[src/design/tcu_pkg.sv]
// Package: register map, field layout, reset values and bus carriers
package tcu_pkg;

	// ----------------------------------------------------------------
	// Register byte offsets
	// ----------------------------------------------------------------
	localparam logic [7:0] OFS_SET_EN = 8'h00;
	localparam logic [7:0] OFS_RST_EN = 8'h04;
	localparam logic [7:0] OFS_SET_CMP = 8'h08;
	localparam logic [7:0] OFS_RST_CMP = 8'h0c;
	localparam logic [7:0] OFS_TGL_CMP = 8'h10;
	localparam logic [7:0] OFS_COUNT = 8'h14;
	localparam logic [7:0] OFS_IRQ_STAT = 8'h18;
	localparam logic [7:0] OFS_IRQ_CLR = 8'h1c;
	localparam logic [7:0] OFS_IRQ_EN = 8'h20;

	// ----------------------------------------------------------------
	// Field layout
	// ----------------------------------------------------------------
	localparam int SR_N = 6;
	localparam int TGL_N = 2;
	localparam int TGL0_BIT = 6;
	localparam int TGL1_BIT = 7;
	localparam int IRQ_N = 3;
	localparam int IRQ_SET_BIT = 0;
	localparam int IRQ_RST_BIT = 1;
	localparam int IRQ_TGL_BIT = 2;

	// ----------------------------------------------------------------
	// Reset values and bus answers
	// ----------------------------------------------------------------
	localparam logic [15:0] COUNT_RST = 16'h0000;
	localparam logic [15:0] COUNT_STEP = 16'h0001;
	localparam logic [15:0] CMP_RST = 16'h0000;
	localparam logic [5:0] SET_EN_RST = 6'h00;
	localparam logic [7:0] RST_EN_RST = 8'h00;
	localparam logic [5:0] SR_RST = 6'h00;
	localparam logic [1:0] TGL_RST = 2'h0;
	localparam logic [2:0] IRQ_RST = 3'h0;
	localparam logic [1:0] RESP_OKAY = 2'h0;
	localparam logic [1:0] RESP_SLVERR = 2'h2;

	// ----------------------------------------------------------------
	// Bus carriers and write channel states
	// ----------------------------------------------------------------
	typedef struct packed {
		logic awvalid;
		logic [7:0] awaddr;
		logic wvalid;
		logic [31:0] wdata;
		logic [3:0] wstrb;
		logic bready;
		logic arvalid;
		logic [7:0] araddr;
		logic rready;
	} tcu_axi_req_t;

	typedef struct packed {
		logic awready;
		logic wready;
		logic bvalid;
		logic [1:0] bresp;
		logic arready;
		logic rvalid;
		logic [31:0] rdata;
		logic [1:0] rresp;
	} tcu_axi_rsp_t;

	typedef enum logic [1:0] {
		WR_IDLE = 2'h0,
		WR_ADDR = 2'h1,
		WR_RESP = 2'h3,
		WR_DATA = 2'h2
	} tcu_wr_state_t;

endpackage

[src/design/tcu_cmp_match.sv]
// Module: single compare channel, one pulse per first equality
`timescale 1ns/1ps
module tcu_cmp_match (
	input wire logic core_clk_i,
	input wire logic reset_i,
	input wire logic [15:0] count_i,
	input wire logic [15:0] cmp_i,
	output logic match_o
);

	logic eq;
	logic eq_last_reg;

	assign eq = (count_i == cmp_i);

	// Edge of equality only, so a held count cannot repeat the event
	always_ff @(posedge core_clk_i) begin
		if (reset_i) begin
			eq_last_reg <= 1'b0;
			match_o <= 1'b0;
		end else begin
			eq_last_reg <= eq;
			match_o <= eq && !eq_last_reg; // RULE13
		end
	end

endmodule

[src/design/tcu_compare_unit.sv]
// Module: timer compare output unit with its AXI4-Lite register slave
//
// Design decisions made here: the placing of the registers and the AXI4-Lite register port.
`timescale 1ns/1ps
// What this block does
// RULE1 - One 16-bit compare register drives both toggle outputs on match.
// RULE2 - Mask bit 6 clear blocks toggle pulse; first flip flop holds.
// RULE3 - Mask bit 7 set: each toggle match inverts second flip flop.
// RULE4 - Set-enable mask reads toggle states in bits 6 and 7.
// RULE5 - Toggle state fixable by software via one enabled early match.
// RULE6 - Set-enable bits are each writable between set matches.
// RULE7 - Set match flag stays until software clears it.
// RULE8 - Set/reset outputs act independently and may overlap.
// RULE9 - Set match sets each output whose set-enable bit 0..5 is one.
// RULE10 - Reset match clears each output whose reset-enable bit is one.
// RULE11 - Toggle flip flops have no software write path.
// RULE12 - Set and reset matches each raise their own interrupt flag.
// RULE13 - A match is detected once, in the first equal cycle.
// RULE14 - Toggle match raises its own sticky interrupt flag.
module tcu_compare_unit (
	input wire logic core_clk_i,
	input wire logic reset_i,
	input wire tcu_pkg::tcu_axi_req_t axi_req_i,
	output tcu_pkg::tcu_axi_rsp_t axi_rsp_o,
	output logic [5:0] sr_out_o,
	output logic [1:0] toggle_out_o,
	output logic irq_o
);

	// ----------------------------------------------------------------
	// Declarations
	// ----------------------------------------------------------------
	logic [15:0] count_reg;
	logic [15:0] set_compare_register;
	logic [15:0] reset_compare_register;
	logic [15:0] toggle_compare_register;
	logic [5:0] set_enable_mask;
	logic [7:0] reset_toggle_enable_mask;
	logic [5:0] sr_reg;
	logic [5:0] sr_next;
	logic [1:0] tgl_reg;
	logic [1:0] tgl_next;
	logic [2:0] timer_interrupt_flag_register;
	logic [2:0] flag_next;
	logic [2:0] irq_en_reg;
	logic irq_reg;
	logic set_compare_match_flag;
	logic rst_match;
	logic tgl_match;
	logic [2:0] events;
	logic [2:0] clr_bits;

	tcu_pkg::tcu_wr_state_t wr_state_reg;
	tcu_pkg::tcu_wr_state_t wr_state_next;
	tcu_pkg::tcu_axi_rsp_t rsp_reg;
	logic [7:0] aw_addr_reg;
	logic [31:0] w_data_reg;
	logic [3:0] w_strb_reg;
	logic aw_take;
	logic w_take;
	logic wr_do;
	logic [7:0] wr_addr;
	logic [31:0] wr_data;
	logic [3:0] wr_strb;
	logic wr_hit;
	logic ar_take;
	logic r_done;
	logic [31:0] rd_data;
	logic rd_hit;

	// ----------------------------------------------------------------
	// Byte lane merge for the 16-bit registers
	// ----------------------------------------------------------------
	function automatic logic [15:0] merge16(
		input logic [15:0] old_val,
		input logic [31:0] data,
		input logic [3:0] strb
	);
		logic [15:0] res;
		res = old_val;
		if (strb[0]) begin
			res[7:0] = data[7:0];
		end
		if (strb[1]) begin
			res[15:8] = data[15:8];
		end
		return res;
	endfunction

	// ----------------------------------------------------------------
	// Timer count
	// ----------------------------------------------------------------
	// Free running; wraps at 16 bits like the timer it stands for
	always_ff @(posedge core_clk_i) begin
		if (reset_i) begin
			count_reg <= tcu_pkg::COUNT_RST;
		end else begin
			count_reg <= count_reg + tcu_pkg::COUNT_STEP;
		end
	end

	// ----------------------------------------------------------------
	// Compare channels
	// ----------------------------------------------------------------
	tcu_cmp_match u_set_cmp (
		.core_clk_i(core_clk_i),
		.reset_i(reset_i),
		.count_i(count_reg),
		.cmp_i(set_compare_register),
		.match_o(set_compare_match_flag)
	);

	tcu_cmp_match u_rst_cmp (
		.core_clk_i(core_clk_i),
		.reset_i(reset_i),
		.count_i(count_reg),
		.cmp_i(reset_compare_register),
		.match_o(rst_match)
	);

	// Single source for both toggle outputs
	tcu_cmp_match u_tgl_cmp (
		.core_clk_i(core_clk_i),
		.reset_i(reset_i),
		.count_i(count_reg),
		.cmp_i(toggle_compare_register), // RULE1
		.match_o(tgl_match)
	);

	// ----------------------------------------------------------------
	// Set/reset outputs
	// ----------------------------------------------------------------
	// Per bit gating, so outputs never interact; reset wins a tie
	always_comb begin
		sr_next = sr_reg;
		if (set_compare_match_flag) begin
			sr_next = sr_next | set_enable_mask; // RULE9 RULE8
		end
		if (rst_match) begin
			sr_next = sr_next & ~reset_toggle_enable_mask[5:0]; // RULE10
		end
	end

	always_ff @(posedge core_clk_i) begin
		if (reset_i) begin
			sr_reg <= tcu_pkg::SR_RST;
		end else begin
			sr_reg <= sr_next;
		end
	end

	// ----------------------------------------------------------------
	// Toggle flip flops
	// ----------------------------------------------------------------
	// Driven by matches only; no bus write reaches them
	always_comb begin
		tgl_next = tgl_reg;
		if (tgl_match && reset_toggle_enable_mask[tcu_pkg::TGL0_BIT]) begin
			tgl_next[0] = ~tgl_reg[0]; // RULE2
		end
		if (tgl_match && reset_toggle_enable_mask[tcu_pkg::TGL1_BIT]) begin
			tgl_next[1] = ~tgl_reg[1]; // RULE3
		end
	end

	// Reset to a known level anyway; software may still retoggle
	always_ff @(posedge core_clk_i) begin
		if (reset_i) begin
			tgl_reg <= tcu_pkg::TGL_RST;
		end else begin
			tgl_reg <= tgl_next; // RULE11 RULE5
		end
	end

	// ----------------------------------------------------------------
	// Interrupt flags
	// ----------------------------------------------------------------
	assign events = {tgl_match, rst_match, set_compare_match_flag};

	always_comb begin
		clr_bits = 3'h0;
		if (wr_do && wr_addr == tcu_pkg::OFS_IRQ_CLR && wr_strb[0]) begin
			clr_bits = wr_data[2:0];
		end
		// A new event outranks a clear in the same cycle
		flag_next = (timer_interrupt_flag_register & ~clr_bits) | events;
	end

	always_ff @(posedge core_clk_i) begin
		if (reset_i) begin
			timer_interrupt_flag_register <= tcu_pkg::IRQ_RST;
		end else begin
			timer_interrupt_flag_register <= flag_next; // RULE7 RULE12 RULE14
		end
	end

	always_ff @(posedge core_clk_i) begin
		if (reset_i) begin
			irq_reg <= 1'b0;
		end else begin
			irq_reg <= |(timer_interrupt_flag_register & irq_en_reg); // RULE12
		end
	end

	// ----------------------------------------------------------------
	// Write channel
	// ----------------------------------------------------------------
	assign aw_take = axi_req_i.awvalid && rsp_reg.awready;
	assign w_take = axi_req_i.wvalid && rsp_reg.wready;
	assign wr_addr = aw_take ? axi_req_i.awaddr : aw_addr_reg;
	assign wr_data = w_take ? axi_req_i.wdata : w_data_reg;
	assign wr_strb = w_take ? axi_req_i.wstrb : w_strb_reg;
	assign wr_do = (wr_state_reg != tcu_pkg::WR_RESP) &&
		(wr_state_next == tcu_pkg::WR_RESP);

	always_comb begin
		wr_state_next = wr_state_reg;
		case (wr_state_reg)
			tcu_pkg::WR_IDLE: begin
				if (aw_take && w_take) begin
					wr_state_next = tcu_pkg::WR_RESP;
				end else if (aw_take) begin
					wr_state_next = tcu_pkg::WR_ADDR;
				end else if (w_take) begin
					wr_state_next = tcu_pkg::WR_DATA;
				end
			end
			tcu_pkg::WR_ADDR: begin
				if (w_take) begin
					wr_state_next = tcu_pkg::WR_RESP;
				end
			end
			tcu_pkg::WR_DATA: begin
				if (aw_take) begin
					wr_state_next = tcu_pkg::WR_RESP;
				end
			end
			tcu_pkg::WR_RESP: begin
				if (axi_req_i.bready) begin
					wr_state_next = tcu_pkg::WR_IDLE;
				end
			end
			default: begin
				wr_state_next = tcu_pkg::WR_IDLE;
			end
		endcase
	end

	always_comb begin
		case (wr_addr)
			tcu_pkg::OFS_SET_EN,
			tcu_pkg::OFS_RST_EN,
			tcu_pkg::OFS_SET_CMP,
			tcu_pkg::OFS_RST_CMP,
			tcu_pkg::OFS_TGL_CMP,
			tcu_pkg::OFS_IRQ_CLR,
			tcu_pkg::OFS_IRQ_EN: begin
				wr_hit = 1'b1;
			end
			default: begin
				wr_hit = 1'b0;
			end
		endcase
	end

	always_ff @(posedge core_clk_i) begin
		if (reset_i) begin
			wr_state_reg <= tcu_pkg::WR_IDLE;
			aw_addr_reg <= 8'h00;
			w_data_reg <= 32'h0000_0000;
			w_strb_reg <= 4'h0;
		end else begin
			wr_state_reg <= wr_state_next;
			if (aw_take) begin
				aw_addr_reg <= axi_req_i.awaddr;
			end
			if (w_take) begin
				w_data_reg <= axi_req_i.wdata;
				w_strb_reg <= axi_req_i.wstrb;
			end
		end
	end

	// ----------------------------------------------------------------
	// Software registers
	// ----------------------------------------------------------------
	always_ff @(posedge core_clk_i) begin
		if (reset_i) begin
			set_enable_mask <= tcu_pkg::SET_EN_RST;
			reset_toggle_enable_mask <= tcu_pkg::RST_EN_RST;
			irq_en_reg <= tcu_pkg::IRQ_RST;
		end else if (wr_do && wr_strb[0]) begin
			case (wr_addr)
				tcu_pkg::OFS_SET_EN: begin
					// Bits 6 and 7 are state readback, not storage
					set_enable_mask <= wr_data[5:0]; // RULE6
				end
				tcu_pkg::OFS_RST_EN: begin
					reset_toggle_enable_mask <= wr_data[7:0];
				end
				tcu_pkg::OFS_IRQ_EN: begin
					irq_en_reg <= wr_data[2:0];
				end
				default: begin
				end
			endcase
		end
	end

	always_ff @(posedge core_clk_i) begin
		if (reset_i) begin
			set_compare_register <= tcu_pkg::CMP_RST;
			reset_compare_register <= tcu_pkg::CMP_RST;
			toggle_compare_register <= tcu_pkg::CMP_RST;
		end else if (wr_do) begin
			case (wr_addr)
				tcu_pkg::OFS_SET_CMP: begin
					set_compare_register <=
						merge16(set_compare_register, wr_data, wr_strb);
				end
				tcu_pkg::OFS_RST_CMP: begin
					reset_compare_register <=
						merge16(reset_compare_register, wr_data, wr_strb);
				end
				tcu_pkg::OFS_TGL_CMP: begin
					toggle_compare_register <=
						merge16(toggle_compare_register, wr_data, wr_strb);
				end
				default: begin
				end
			endcase
		end
	end

	// ----------------------------------------------------------------
	// Read channel
	// ----------------------------------------------------------------
	assign ar_take = axi_req_i.arvalid && rsp_reg.arready;
	assign r_done = rsp_reg.rvalid && axi_req_i.rready;

	always_comb begin
		rd_data = 32'h0000_0000;
		rd_hit = 1'b1;
		case (axi_req_i.araddr)
			tcu_pkg::OFS_SET_EN: begin
				rd_data[5:0] = set_enable_mask;
				rd_data[tcu_pkg::TGL0_BIT] = tgl_reg[0]; // RULE4
				rd_data[tcu_pkg::TGL1_BIT] = tgl_reg[1]; // RULE4
			end
			tcu_pkg::OFS_RST_EN: begin
				rd_data[7:0] = reset_toggle_enable_mask;
			end
			tcu_pkg::OFS_SET_CMP: begin
				rd_data[15:0] = set_compare_register;
			end
			tcu_pkg::OFS_RST_CMP: begin
				rd_data[15:0] = reset_compare_register;
			end
			tcu_pkg::OFS_TGL_CMP: begin
				rd_data[15:0] = toggle_compare_register;
			end
			tcu_pkg::OFS_COUNT: begin
				rd_data[15:0] = count_reg;
			end
			tcu_pkg::OFS_IRQ_STAT: begin
				rd_data[2:0] = timer_interrupt_flag_register;
			end
			tcu_pkg::OFS_IRQ_CLR: begin
				rd_data = 32'h0000_0000;
			end
			tcu_pkg::OFS_IRQ_EN: begin
				rd_data[2:0] = irq_en_reg;
			end
			default: begin
				rd_hit = 1'b0;
			end
		endcase
	end

	// ----------------------------------------------------------------
	// Bus answers, all registered
	// ----------------------------------------------------------------
	always_ff @(posedge core_clk_i) begin
		if (reset_i) begin
			rsp_reg.awready <= 1'b0;
			rsp_reg.wready <= 1'b0;
			rsp_reg.bvalid <= 1'b0;
			rsp_reg.bresp <= tcu_pkg::RESP_OKAY;
		end else begin
			rsp_reg.awready <= (wr_state_next == tcu_pkg::WR_IDLE) ||
				(wr_state_next == tcu_pkg::WR_DATA);
			rsp_reg.wready <= (wr_state_next == tcu_pkg::WR_IDLE) ||
				(wr_state_next == tcu_pkg::WR_ADDR);
			rsp_reg.bvalid <= (wr_state_next == tcu_pkg::WR_RESP);
			if (wr_do) begin
				rsp_reg.bresp <= wr_hit ? tcu_pkg::RESP_OKAY :
					tcu_pkg::RESP_SLVERR;
			end
		end
	end

	// One read in flight; arready drops while the answer waits
	always_ff @(posedge core_clk_i) begin
		if (reset_i) begin
			rsp_reg.arready <= 1'b0;
			rsp_reg.rvalid <= 1'b0;
			rsp_reg.rdata <= 32'h0000_0000;
			rsp_reg.rresp <= tcu_pkg::RESP_OKAY;
		end else if (ar_take) begin
			rsp_reg.arready <= 1'b0;
			rsp_reg.rvalid <= 1'b1;
			rsp_reg.rdata <= rd_data;
			rsp_reg.rresp <= rd_hit ? tcu_pkg::RESP_OKAY :
				tcu_pkg::RESP_SLVERR;
		end else if (r_done || !rsp_reg.rvalid) begin
			rsp_reg.arready <= 1'b1;
			rsp_reg.rvalid <= 1'b0;
		end
	end

	// ----------------------------------------------------------------
	// Outputs
	// ----------------------------------------------------------------
	assign axi_rsp_o = rsp_reg;
	assign sr_out_o = sr_reg;
	assign toggle_out_o = tgl_reg;
	assign irq_o = irq_reg;

endmodule

[config.mk]
export PLATFORM = sky130hd
export DESIGN_NAME = tcu_compare_unit
export DESIGN_NICKNAME = d
export VERILOG_FILES = /design/src/design/tcu_pkg.sv /design/src/design/tcu_cmp_match.sv /design/src/design/tcu_compare_unit.sv
export SDC_FILE = /design/constraint.sdc
export NUM_CORES = 1
export LEC_CHECK = 0
export BUFFER_PORTS_ARGS = -buffer_cell sky130_fd_sc_hd__buf_2
export CELL_PAD_IN_SITES_DETAIL_PLACEMENT = 1
export CELL_PAD_IN_SITES_GLOBAL_PLACEMENT = 1
export CORE_ASPECT_RATIO = 2
export CORE_MARGIN = 2
export CORE_UTILIZATION = 44
export CTS_CLUSTER_SIZE = 8
export DETAILED_ROUTE_END_ITERATION = 10
export GPL_ROUTABILITY_DRIVEN = 0
export PLACE_DENSITY_LB_ADDON = 0.2
export SYNTH_ARGS = -nofsm -noshare
export SYNTH_HDL_FRONTEND = slang
export SYNTH_HIERARCHICAL = 1
export SYNTH_SLANG_ARGS = --single-unit
[constraint.sdc]
create_clock -name core_clk_i -period 2.68 [get_ports core_clk_i]
set_input_delay 0.134 -clock core_clk_i [delete_from_list [all_inputs] [get_ports core_clk_i]]
set_output_delay 0.134 -clock core_clk_i [all_outputs]
set_load 0.05 [all_outputs]
[Yosys cells after proc, flatten, opt, wreduce, memory -nomap -nowiden]
Cells that the tools add are included.
Storage, ports and cells
  bits in registers: 152
  input bits: 59
  output and inout port bits: 50
  logic and storage cells: 128
Cells by class
  $add $sub $neg: 1
  eq/ne operators: 24
  mux-type cells: 22
  bitwise logic cells: 9
  reductions and logical operators: 39
Operator list (count)
  16-bit == test: 3
  8-bit by 5-bit == test with 1-bit output, second input constant: 6
  8-bit by 4-bit == test with 1-bit output, second input constant: 4
  8-bit one-hot mux with 4 select lines: 1
  5-bit one-hot mux with 6 select lines: 1
  3-bit one-hot mux with 8 select lines: 1
  2-bit 2-to-1 mux: 9
  3-bit AND reduction: 6
  16-bit by 1-bit adder with 16-bit output, second input constant: 1
  8-bit by 3-bit == test with 1-bit output, second input constant: 2
  8-bit by 6-bit == test with 1-bit output, second input constant: 2
  8-bit logical NOT: 2
  16-bit 2-to-1 mux: 1
  1-bit logical AND: 14
  6-bit 2-to-1 mux: 2
  9-bit OR reduction: 1
  2-bit == test, second input constant: 4
  8-bit 2-to-1 mux: 1
  2-bit one-hot mux with 4 select lines: 1
  7-bit OR reduction: 1
  3-bit AND: 2
  6-bit AND: 1
  6-bit inverter: 1
  6-bit OR: 1
  14 further kinds: 27

[Depth between registers and ports, before layout]
Gate-level depths: netlist of run 1.
  word-level depth: 13
  gate-level depth with buffers: 7
  mapped depth without buffers: 6

[Modules after synthesis]
Netlist of run 1, hierarchy kept.
Modules (own cells, without submodules)
  tcu_compare_unit: times used 1, cells an instance 714, area an instance 6541.3 um2, sequential area each 2882.8 um2
  tcu_cmp_match: times used 3, cells an instance 29, area an instance 254.0 um2, sequential area each 40.0 um2

[Worst setup path before layout of run 1]
Ideal clock, no wire load.
  kind: register to register
  start: register rsp_reg, in the netlist axi_rsp_o[39]
  end: register reset_compare_register[0]
  data arrival time: 2118 ps
  slack: 428 ps
  stages on the path, launching flop included: 7
  cell sequence: dfxtp_1 buf_2 and3_1 a31oi_1 o32ai_2 nand3_1 mux2i_1
On the way
  word-level cells in the longest chain between the ends: 8
Ends and longest elaborated chain
  start: declaration: line tcu_compare_unit.sv:55  | tcu_pkg::tcu_axi_rsp_t rsp_reg;
  1-bit logical AND (*): line tcu_compare_unit.sv:209  | assign w_take = axi_req_i.wvalid && rsp_reg.wready;
  2-bit 2-to-1 mux: line tcu_compare_unit.sv:224  | end else if (w_take) begin
  2-bit 2-to-1 mux: line tcu_compare_unit.sv:222  | end else if (aw_take) begin
  2-bit 2-to-1 mux: line tcu_compare_unit.sv:220  | if (aw_take && w_take) begin
  2-bit one-hot mux with 4 select lines: line tcu_compare_unit.sv:218  | case (wr_state_reg)
  2-bit == test: line tcu_compare_unit.sv:214  | (wr_state_next == tcu_pkg::WR_RESP);
  1-bit logical AND: line tcu_compare_unit.sv:213  | assign wr_do = (wr_state_reg != tcu_pkg::WR_RESP) &&
  3-bit AND reduction (no line)
  end signal: assignment: line tcu_compare_unit.sv:313  | reset_compare_register <= tcu_pkg::CMP_RST;
  end signal: assignment: line tcu_compare_unit.sv:322  | reset_compare_register <=
  end: declaration: line tcu_compare_unit.sv:35  | logic [15:0] reset_compare_register;
Every way passes the cells marked *; elsewhere a longest branch is shown, timed or not.
A chain may end at the register's enable or synchronous reset.

[Worst setup path after layout of run 1]
  start: register rsp_reg, in the netlist axi_rsp_o[39]
  end: register set_compare_register[2]
On the way
  word-level cells in the longest chain between the ends: 8
Ends and longest elaborated chain
  1-bit logical AND (*): line tcu_compare_unit.sv:209
  2-bit 2-to-1 mux: line tcu_compare_unit.sv:224
  2-bit 2-to-1 mux: line tcu_compare_unit.sv:222
  2-bit 2-to-1 mux: line tcu_compare_unit.sv:220
  2-bit one-hot mux with 4 select lines: line tcu_compare_unit.sv:218
  2-bit == test: line tcu_compare_unit.sv:214
  1-bit logical AND: line tcu_compare_unit.sv:213
  3-bit AND reduction (no line)
  end signal: assignment: line tcu_compare_unit.sv:312  | set_compare_register <= tcu_pkg::CMP_RST;
  end signal: assignment: line tcu_compare_unit.sv:318  | set_compare_register <=
  end: declaration: line tcu_compare_unit.sv:34  | logic [15:0] set_compare_register;
Marks and branches as above.

==> flow_summary.ini, run 1 <==
[timing]
drv_slew = 0
finalSetupViolCount = 0
fin_skew_ns = 0.00806
rsz0062_at_grt = false
fmax_ghz = 0.417
tns_ns = 0
post-route-period-util_pct = 89.5
relSlewSlack_pct = 50.0
worst_pin_slew_ns = 0.750
hold_ws_ns = 0.0145
finalHoldViolations = 0
period_needed_ns = 2.40

[clock_network]
cts_tree = yes
htree_levels = 4
cts-root-buf = clkbuf_16
cts_sinks = 150
cts_setup_buffers = 0
path_clk_slew_ns = 0.06
insertion_delay_ns = 0.43
cts.path.max_buffers = 2
cts_made_buffers = 17

[final_layout]
drive_gt1_share_pct = 17.7
fillers = 1883
multi_input_area_um2 = 3930
largest_reg_flops = 23
syn2layout_area_growth_pct = 15.8
antennaDiodeCount = 0
finalInstanceArea_um2 = 8460
final_nets = 933
register_area_um2 = 3000

[yosys]
syn_avg_cell_area_um2 = 9.12
syn_inst = 801
synth-async-reset-ratio_pct = 0
synth_warnings = 6
yosysTopAreaCellShare_pct = 41.1
synth_area_leaders = dfxtp_1, mux2i_1, nand2b_1, xor2_1, nand2_1
yosysTopAreaCell = dfxtp_1
ys_types = 59
yosysSeqAreaShare_pct = 41.1
synth_edf_count = 0
synth.cell_area_um2 = 7300
synth_flop_cell = dfxtp_1
synth_seq_cells = 150

[min_path]
hp-class = input pin to flop

[setup_path]
required_ns = 3.02
crit_path_start_kind = flop
critical_path_class = flop to flop
worstPathMaxFanout = 19
crit_path_end_kind = flop
cp_data_arrival_time_ns = 2.74

[power]
total_power_uw = 5200
p_leak_uw = 0.00389
ir_drop_mv = 0.401
power_density_nw_per_um2 = 615

[floorplan]
die_area_um2 = 17700
io_pins = 109
start_util_pct = 44.9
die_h_um = 186
die-width_um = 95.1
rows = 66
fp.coreArea_um2 = 16300

[drt]
drc = 0
drt_iter0_drc = 290
vias = 6174
routed_wl_mm = 23.0
vias_per_cell = 5.66
drt_first_pass_iters = 7
wl_per_cell_um = 21.1
postRouteAntennaNets = 0

[run_status]
status = finished clean

[placement]
dp_hpwl_mm = 17.0
post_dp_cell_area_um2 = 7830
port_buffers = 72

[global_route]
grt_max_degree = 85
antenna_found_initial = 0
grt_pass1_vias = 6538
grt.overflow.total = 0
grt_pass1_wl_mm = 35.6
grtUsageTotal_pct = 26.8

[job]
drv_cap = 0
[kinds of logic after synthesis]
group	share of synthesized area (%)
buffers and inverters	5.89
and+or+nand+nor	21.7
xor gates and xnor gates	6.36
DFF	41.1
AOI/OAI and AO/OA	11.5
muxes	13.1
other	0.0513
adders and majority gates	0.171
[final timing paths]
path	slack [ns]	endpoint	startpoint	cells past startpoint
setup / recovery	0.28	set_compare_register[2]	axi_rsp_o[39]	6
hold / removal	0.01	axi_rsp_o[34]	axi_req_i[0]	3
hold reg to reg	0.41	u_tgl_cmp/match_o	u_tgl_cmp/eq_last_reg	1
setup reg to reg	0.28	set_compare_register[2]	axi_rsp_o[39]	6
[layout make-up]
| type | instances | share of cell area [%] |
|---|---|---|
| clock buffers | 20 | 5.28 |
| well taps | 204 | 3.02 |
| clock inverters | 12 | 1.52 |
| inverters | 34 | 1.51 |
| repair buffers | 97 | 6.66 |
| multi-input cells | 573 | 46.5 |
| flip-flops and latches | 150 | 35.5 |
[per-layer routing]
metal | track usage [%] | vias up | part of all wire (%) | wire, um
li1 | - | 2897 | - | -
met1 | 25.2 | 3049 | 34 | 7930
met2 | 51.6 | 163 | 56 | 13000
met3 | 4.03 | 65 | 3.1 | 713
met4 | 17.3 | 0 | 6.0 | 1370
met5 | 0 | - | 0 | 0
[repair_timing]
action / CTS / global route
endpoints found under the hold margin: 5 / 0
resized for setup: 0 / 0
hold buffers: 5 / 0
[cells in the mapped netlist, drive strengths merged, types with 13 or more instances]
cell / count
a21o: 14
a21oi: 22
buf: 30
clkbuf: 31
dfxtp: 150
inv: 34
mux2: 13
mux2i: 79
nand2: 69
nand2b: 73
nand3: 34
nor2: 48
nor3: 14
nor4: 14
o21ai: 17
xor2: 41
[where the power goes]
| group | switching, uW | internal, uW | total (uW) |
|---|---|---|---|
| clock network | 974 | 1390 | 2370 |
| registers | 53.2 | 2280 | 2340 |
| logic | 341 | 156 | 497 |
[worst max-delay path: stages, from the launching register on]
cell and delay [ns]:
dfxtp_1 0.33, buf_4 0.22, and3_1 0.19, a31oi_1 0.05
o32ai_2 0.56, nand3_1 0.61, mux2i_1 0.33
[per-stage QoR]
stage | instances | setup slack (ns) | util (%)
6_report | 1090 | 0.281 | 52.0
5_1_grt | 1090 | 0.0739 | 52.0
4_1_cts | 1090 | 0.249 | 52.0
3_5_place_dp | 1053 | 0.160 | 48.1
3_3_place_gp | 1053 | 0.280 | 48.1
2_1_floorplan | 818 | 0.428 | -
[layout by cell type, fill, tap and decap left out, types with 3 or more instances in the layout]
cell / n
clkinv_2: 4
a21oi_1: 22
o2111ai_1: 3
conb_1: 18
buf_2: 71
a21o_1: 14
a221oi_1: 5
buf_4: 21
mux2_2: 13
and3_1: 5
a211oi_1: 12
a222oi_1: 12
o21ai_0: 17
clkinvlp_4: 3
nand2b_1: 73
nand4_2: 3
nor3_1: 10
or2_2: 3
nand3b_1: 7
inv_1: 34
or3_1: 4
xor2_1: 41
dlygate4sd3_1: 5
nor4_2: 6
nor3_2: 4
nor2_1: 48
and2_1: 4
nand4_1: 6
o2111a_1: 3
mux2i_1: 79
nor4_1: 8
nand3_1: 34
a31oi_1: 3
nand2_1: 69
dfxtp_1: 150
clkbuf_16: 17
o31a_1: 3
nor2b_1: 5
o22ai_1: 3
xnor2_1: 12
Note: power is estimated with default switching activity, not from simulation.
==> run 2: changes to the inputs <==
--- a/config.mk
+++ b/config.mk
@@ -5,15 +5,16 @@
 export SDC_FILE = /design/constraint.sdc
 export NUM_CORES = 1
 export LEC_CHECK = 0
-export BUFFER_PORTS_ARGS = -buffer_cell sky130_fd_sc_hd__buf_2
 export CELL_PAD_IN_SITES_DETAIL_PLACEMENT = 1
 export CELL_PAD_IN_SITES_GLOBAL_PLACEMENT = 1
 export CORE_ASPECT_RATIO = 2
 export CORE_MARGIN = 2
-export CORE_UTILIZATION = 44
+export CORE_UTILIZATION = 45
 export CTS_CLUSTER_SIZE = 8
 export DETAILED_ROUTE_END_ITERATION = 10
+export DONT_BUFFER_PORTS = 1
 export GPL_ROUTABILITY_DRIVEN = 0
+export GPL_TIMING_DRIVEN = 0
 export PLACE_DENSITY_LB_ADDON = 0.2
 export SYNTH_ARGS = -nofsm -noshare
 export SYNTH_HDL_FRONTEND = slang
==> flow_summary.ini, run 2 (synthesis gave the netlist of run 1 again) <==
[run_status]
status = finished clean

[setup_path]
critical_path_class = flop to flop
worstPathMaxFanout = 8
crit_path_start_kind = flop
timing.reg2reg.worst_path_depth = 6
crit_path_start = axi_rsp_o[40]
reg2reg_from = axi_rsp_o[40]
required_ns = 3.03
crit_path_end_kind = flop
cp_data_arrival_time_ns = 2.93

[final_layout]
drive_gt1_share_pct = 11.0
antennaDiodeCount = 0
final_common_cell = dfxtp_1
largest_reg_flops = 23
instances_no_fill = 1063
final_nets = 909
post-route-util_pct = 53.5
syn2layout_area_growth_pct = 16.3
final_cell_mix = dfxtp_1, mux2i_1, nand2b_1

[placement]
dp_hpwl_mm = 18.8
dp_slack_ns = -0.269
port_buffers = 0
dp.cells = 1019

[drt]
drt_iter0_drc = 297
vias_per_cell = 5.81
wl_per_cell_um = 23.3
vias = 6181
drt_first_pass_iters = 6
postRouteAntennaNets = 0
drc = 0
routed_wl_mm = 24.8

[timing]
finalHoldViolations = 0
finalSetupViolCount = 0
relSlewSlack_pct = 31.8
drv_slew = 0
worst_pin_slew_ns = 1.02
post-route-period-util_pct = 96.1
period_needed_ns = 2.57
fin_ws_ns = 0.105
fmax_ghz = 0.388
hold_ws_ns = 0.0100
fin_skew_ns = 0.00760
rsz0062_at_grt = false

[power]
p_leak_uw = 0.00371
total_power_uw = 5670
power_density_nw_per_um2 = 667
ir_drop_mv = 0.422

[global_route]
grt_pass1_wl_mm = 37.8
antenna_found_initial = 0
grtUsageTotal_pct = 29.4
grt_pass1_vias = 6817
grt_max_degree = 17
grt.overflow.total = 0

[job]
drv_cap = 0

[clock_network]
htree_levels = 4
cts_tree = yes
path_clk_slew_ns = 0.07
cts.path.max_buffers = 2
cts_sinks = 150
cts_setup_buffers = 0
cts_made_buffers = 17
insertion_delay_ns = 0.43
cts-root-buf = clkbuf_16

[min_path]
holdCritStartpoint = axi_req_i[53]
hold_path_depth = 2
hp-class = input pin to flop

[floorplan]
die_h_um = 184
io_pins = 109
die_area_um2 = 17300
die-width_um = 94.1
start_util_pct = 46.1
fp.coreArea_um2 = 15900
rows = 65
## run 2: cell types whose count changed in the layout (fill, tap and decap cells not counted), sizes merged
cell,change
dlygate4sd3,+7
clkinv,-3
clkinvlp,-2
clkbuf,+31
buf,-62
bufinv,+5
## run 2: cell type report
class	instances	area, um^2
inverter	34	128
timing repair buffer	12	120
buffer	61	303
sequential	150	3000
tap	201	251
clock inverter	12	249
fill	1840	7370
multi-input combinational	573	4000
clock buffer	20	437
## run 2: repair_timing
item / in CTS / in global routing
hold buffers: 12 / 0
endpoints found under the setup margin: 50 / 65
endpoints found under the hold margin: 22 / 0
resized for setup: 5 / 6
## run 2: worst paths after layout
kind	end	slack (ns)
setup / recovery	set_compare_register[13]	0.11
hold / removal	aw_addr_reg[5]	0.01
setup reg to reg	set_compare_register[13]	0.11
hold reg to reg	u_rst_cmp/match_o	0.42
## run 2: per-stage QoR
stage / TNS [ns] / cell area [um^2]
after floorplan: 0 / 7370
after global placement: -2.68 / 7620
final: 0 / 8490
after CTS: -0.870 / 8450
after detailed placement: -5.59 / 7620
after global routing: 0 / 8490
## run 2: worst max-delay path: stages (launching register included)
cell and delay (ns):
dfxtp_2 0.50, and2_1 0.18, clkbuf_1 0.32, nand2_1 0.20, o32ai_2 0.51, nand3_2 0.48, mux2i_1 0.31
## run 2: power by group
group | leakage, uW | internal (uW) | switching (uW)
clock | 0.000329 | 1840 | 973
sequential | 0.00122 | 2280 | 90.0
combinational | 0.00217 | 155 | 320
total | 0.00371 | 4280 | 1380
## run 2: per-layer routing
| metal | global-route usage [%] | wire length (um) | up-vias |
|---|---|---|---|
| met5 | 0 | 0 | - |
| li1 | - | - | 2858 |
| met1 | 26.1 | 8140 | 3034 |
| met3 | 6.13 | 1030 | 92 |
| met4 | 20.8 | 1840 | 0 |
| met2 | 56.4 | 13800 | 197 |
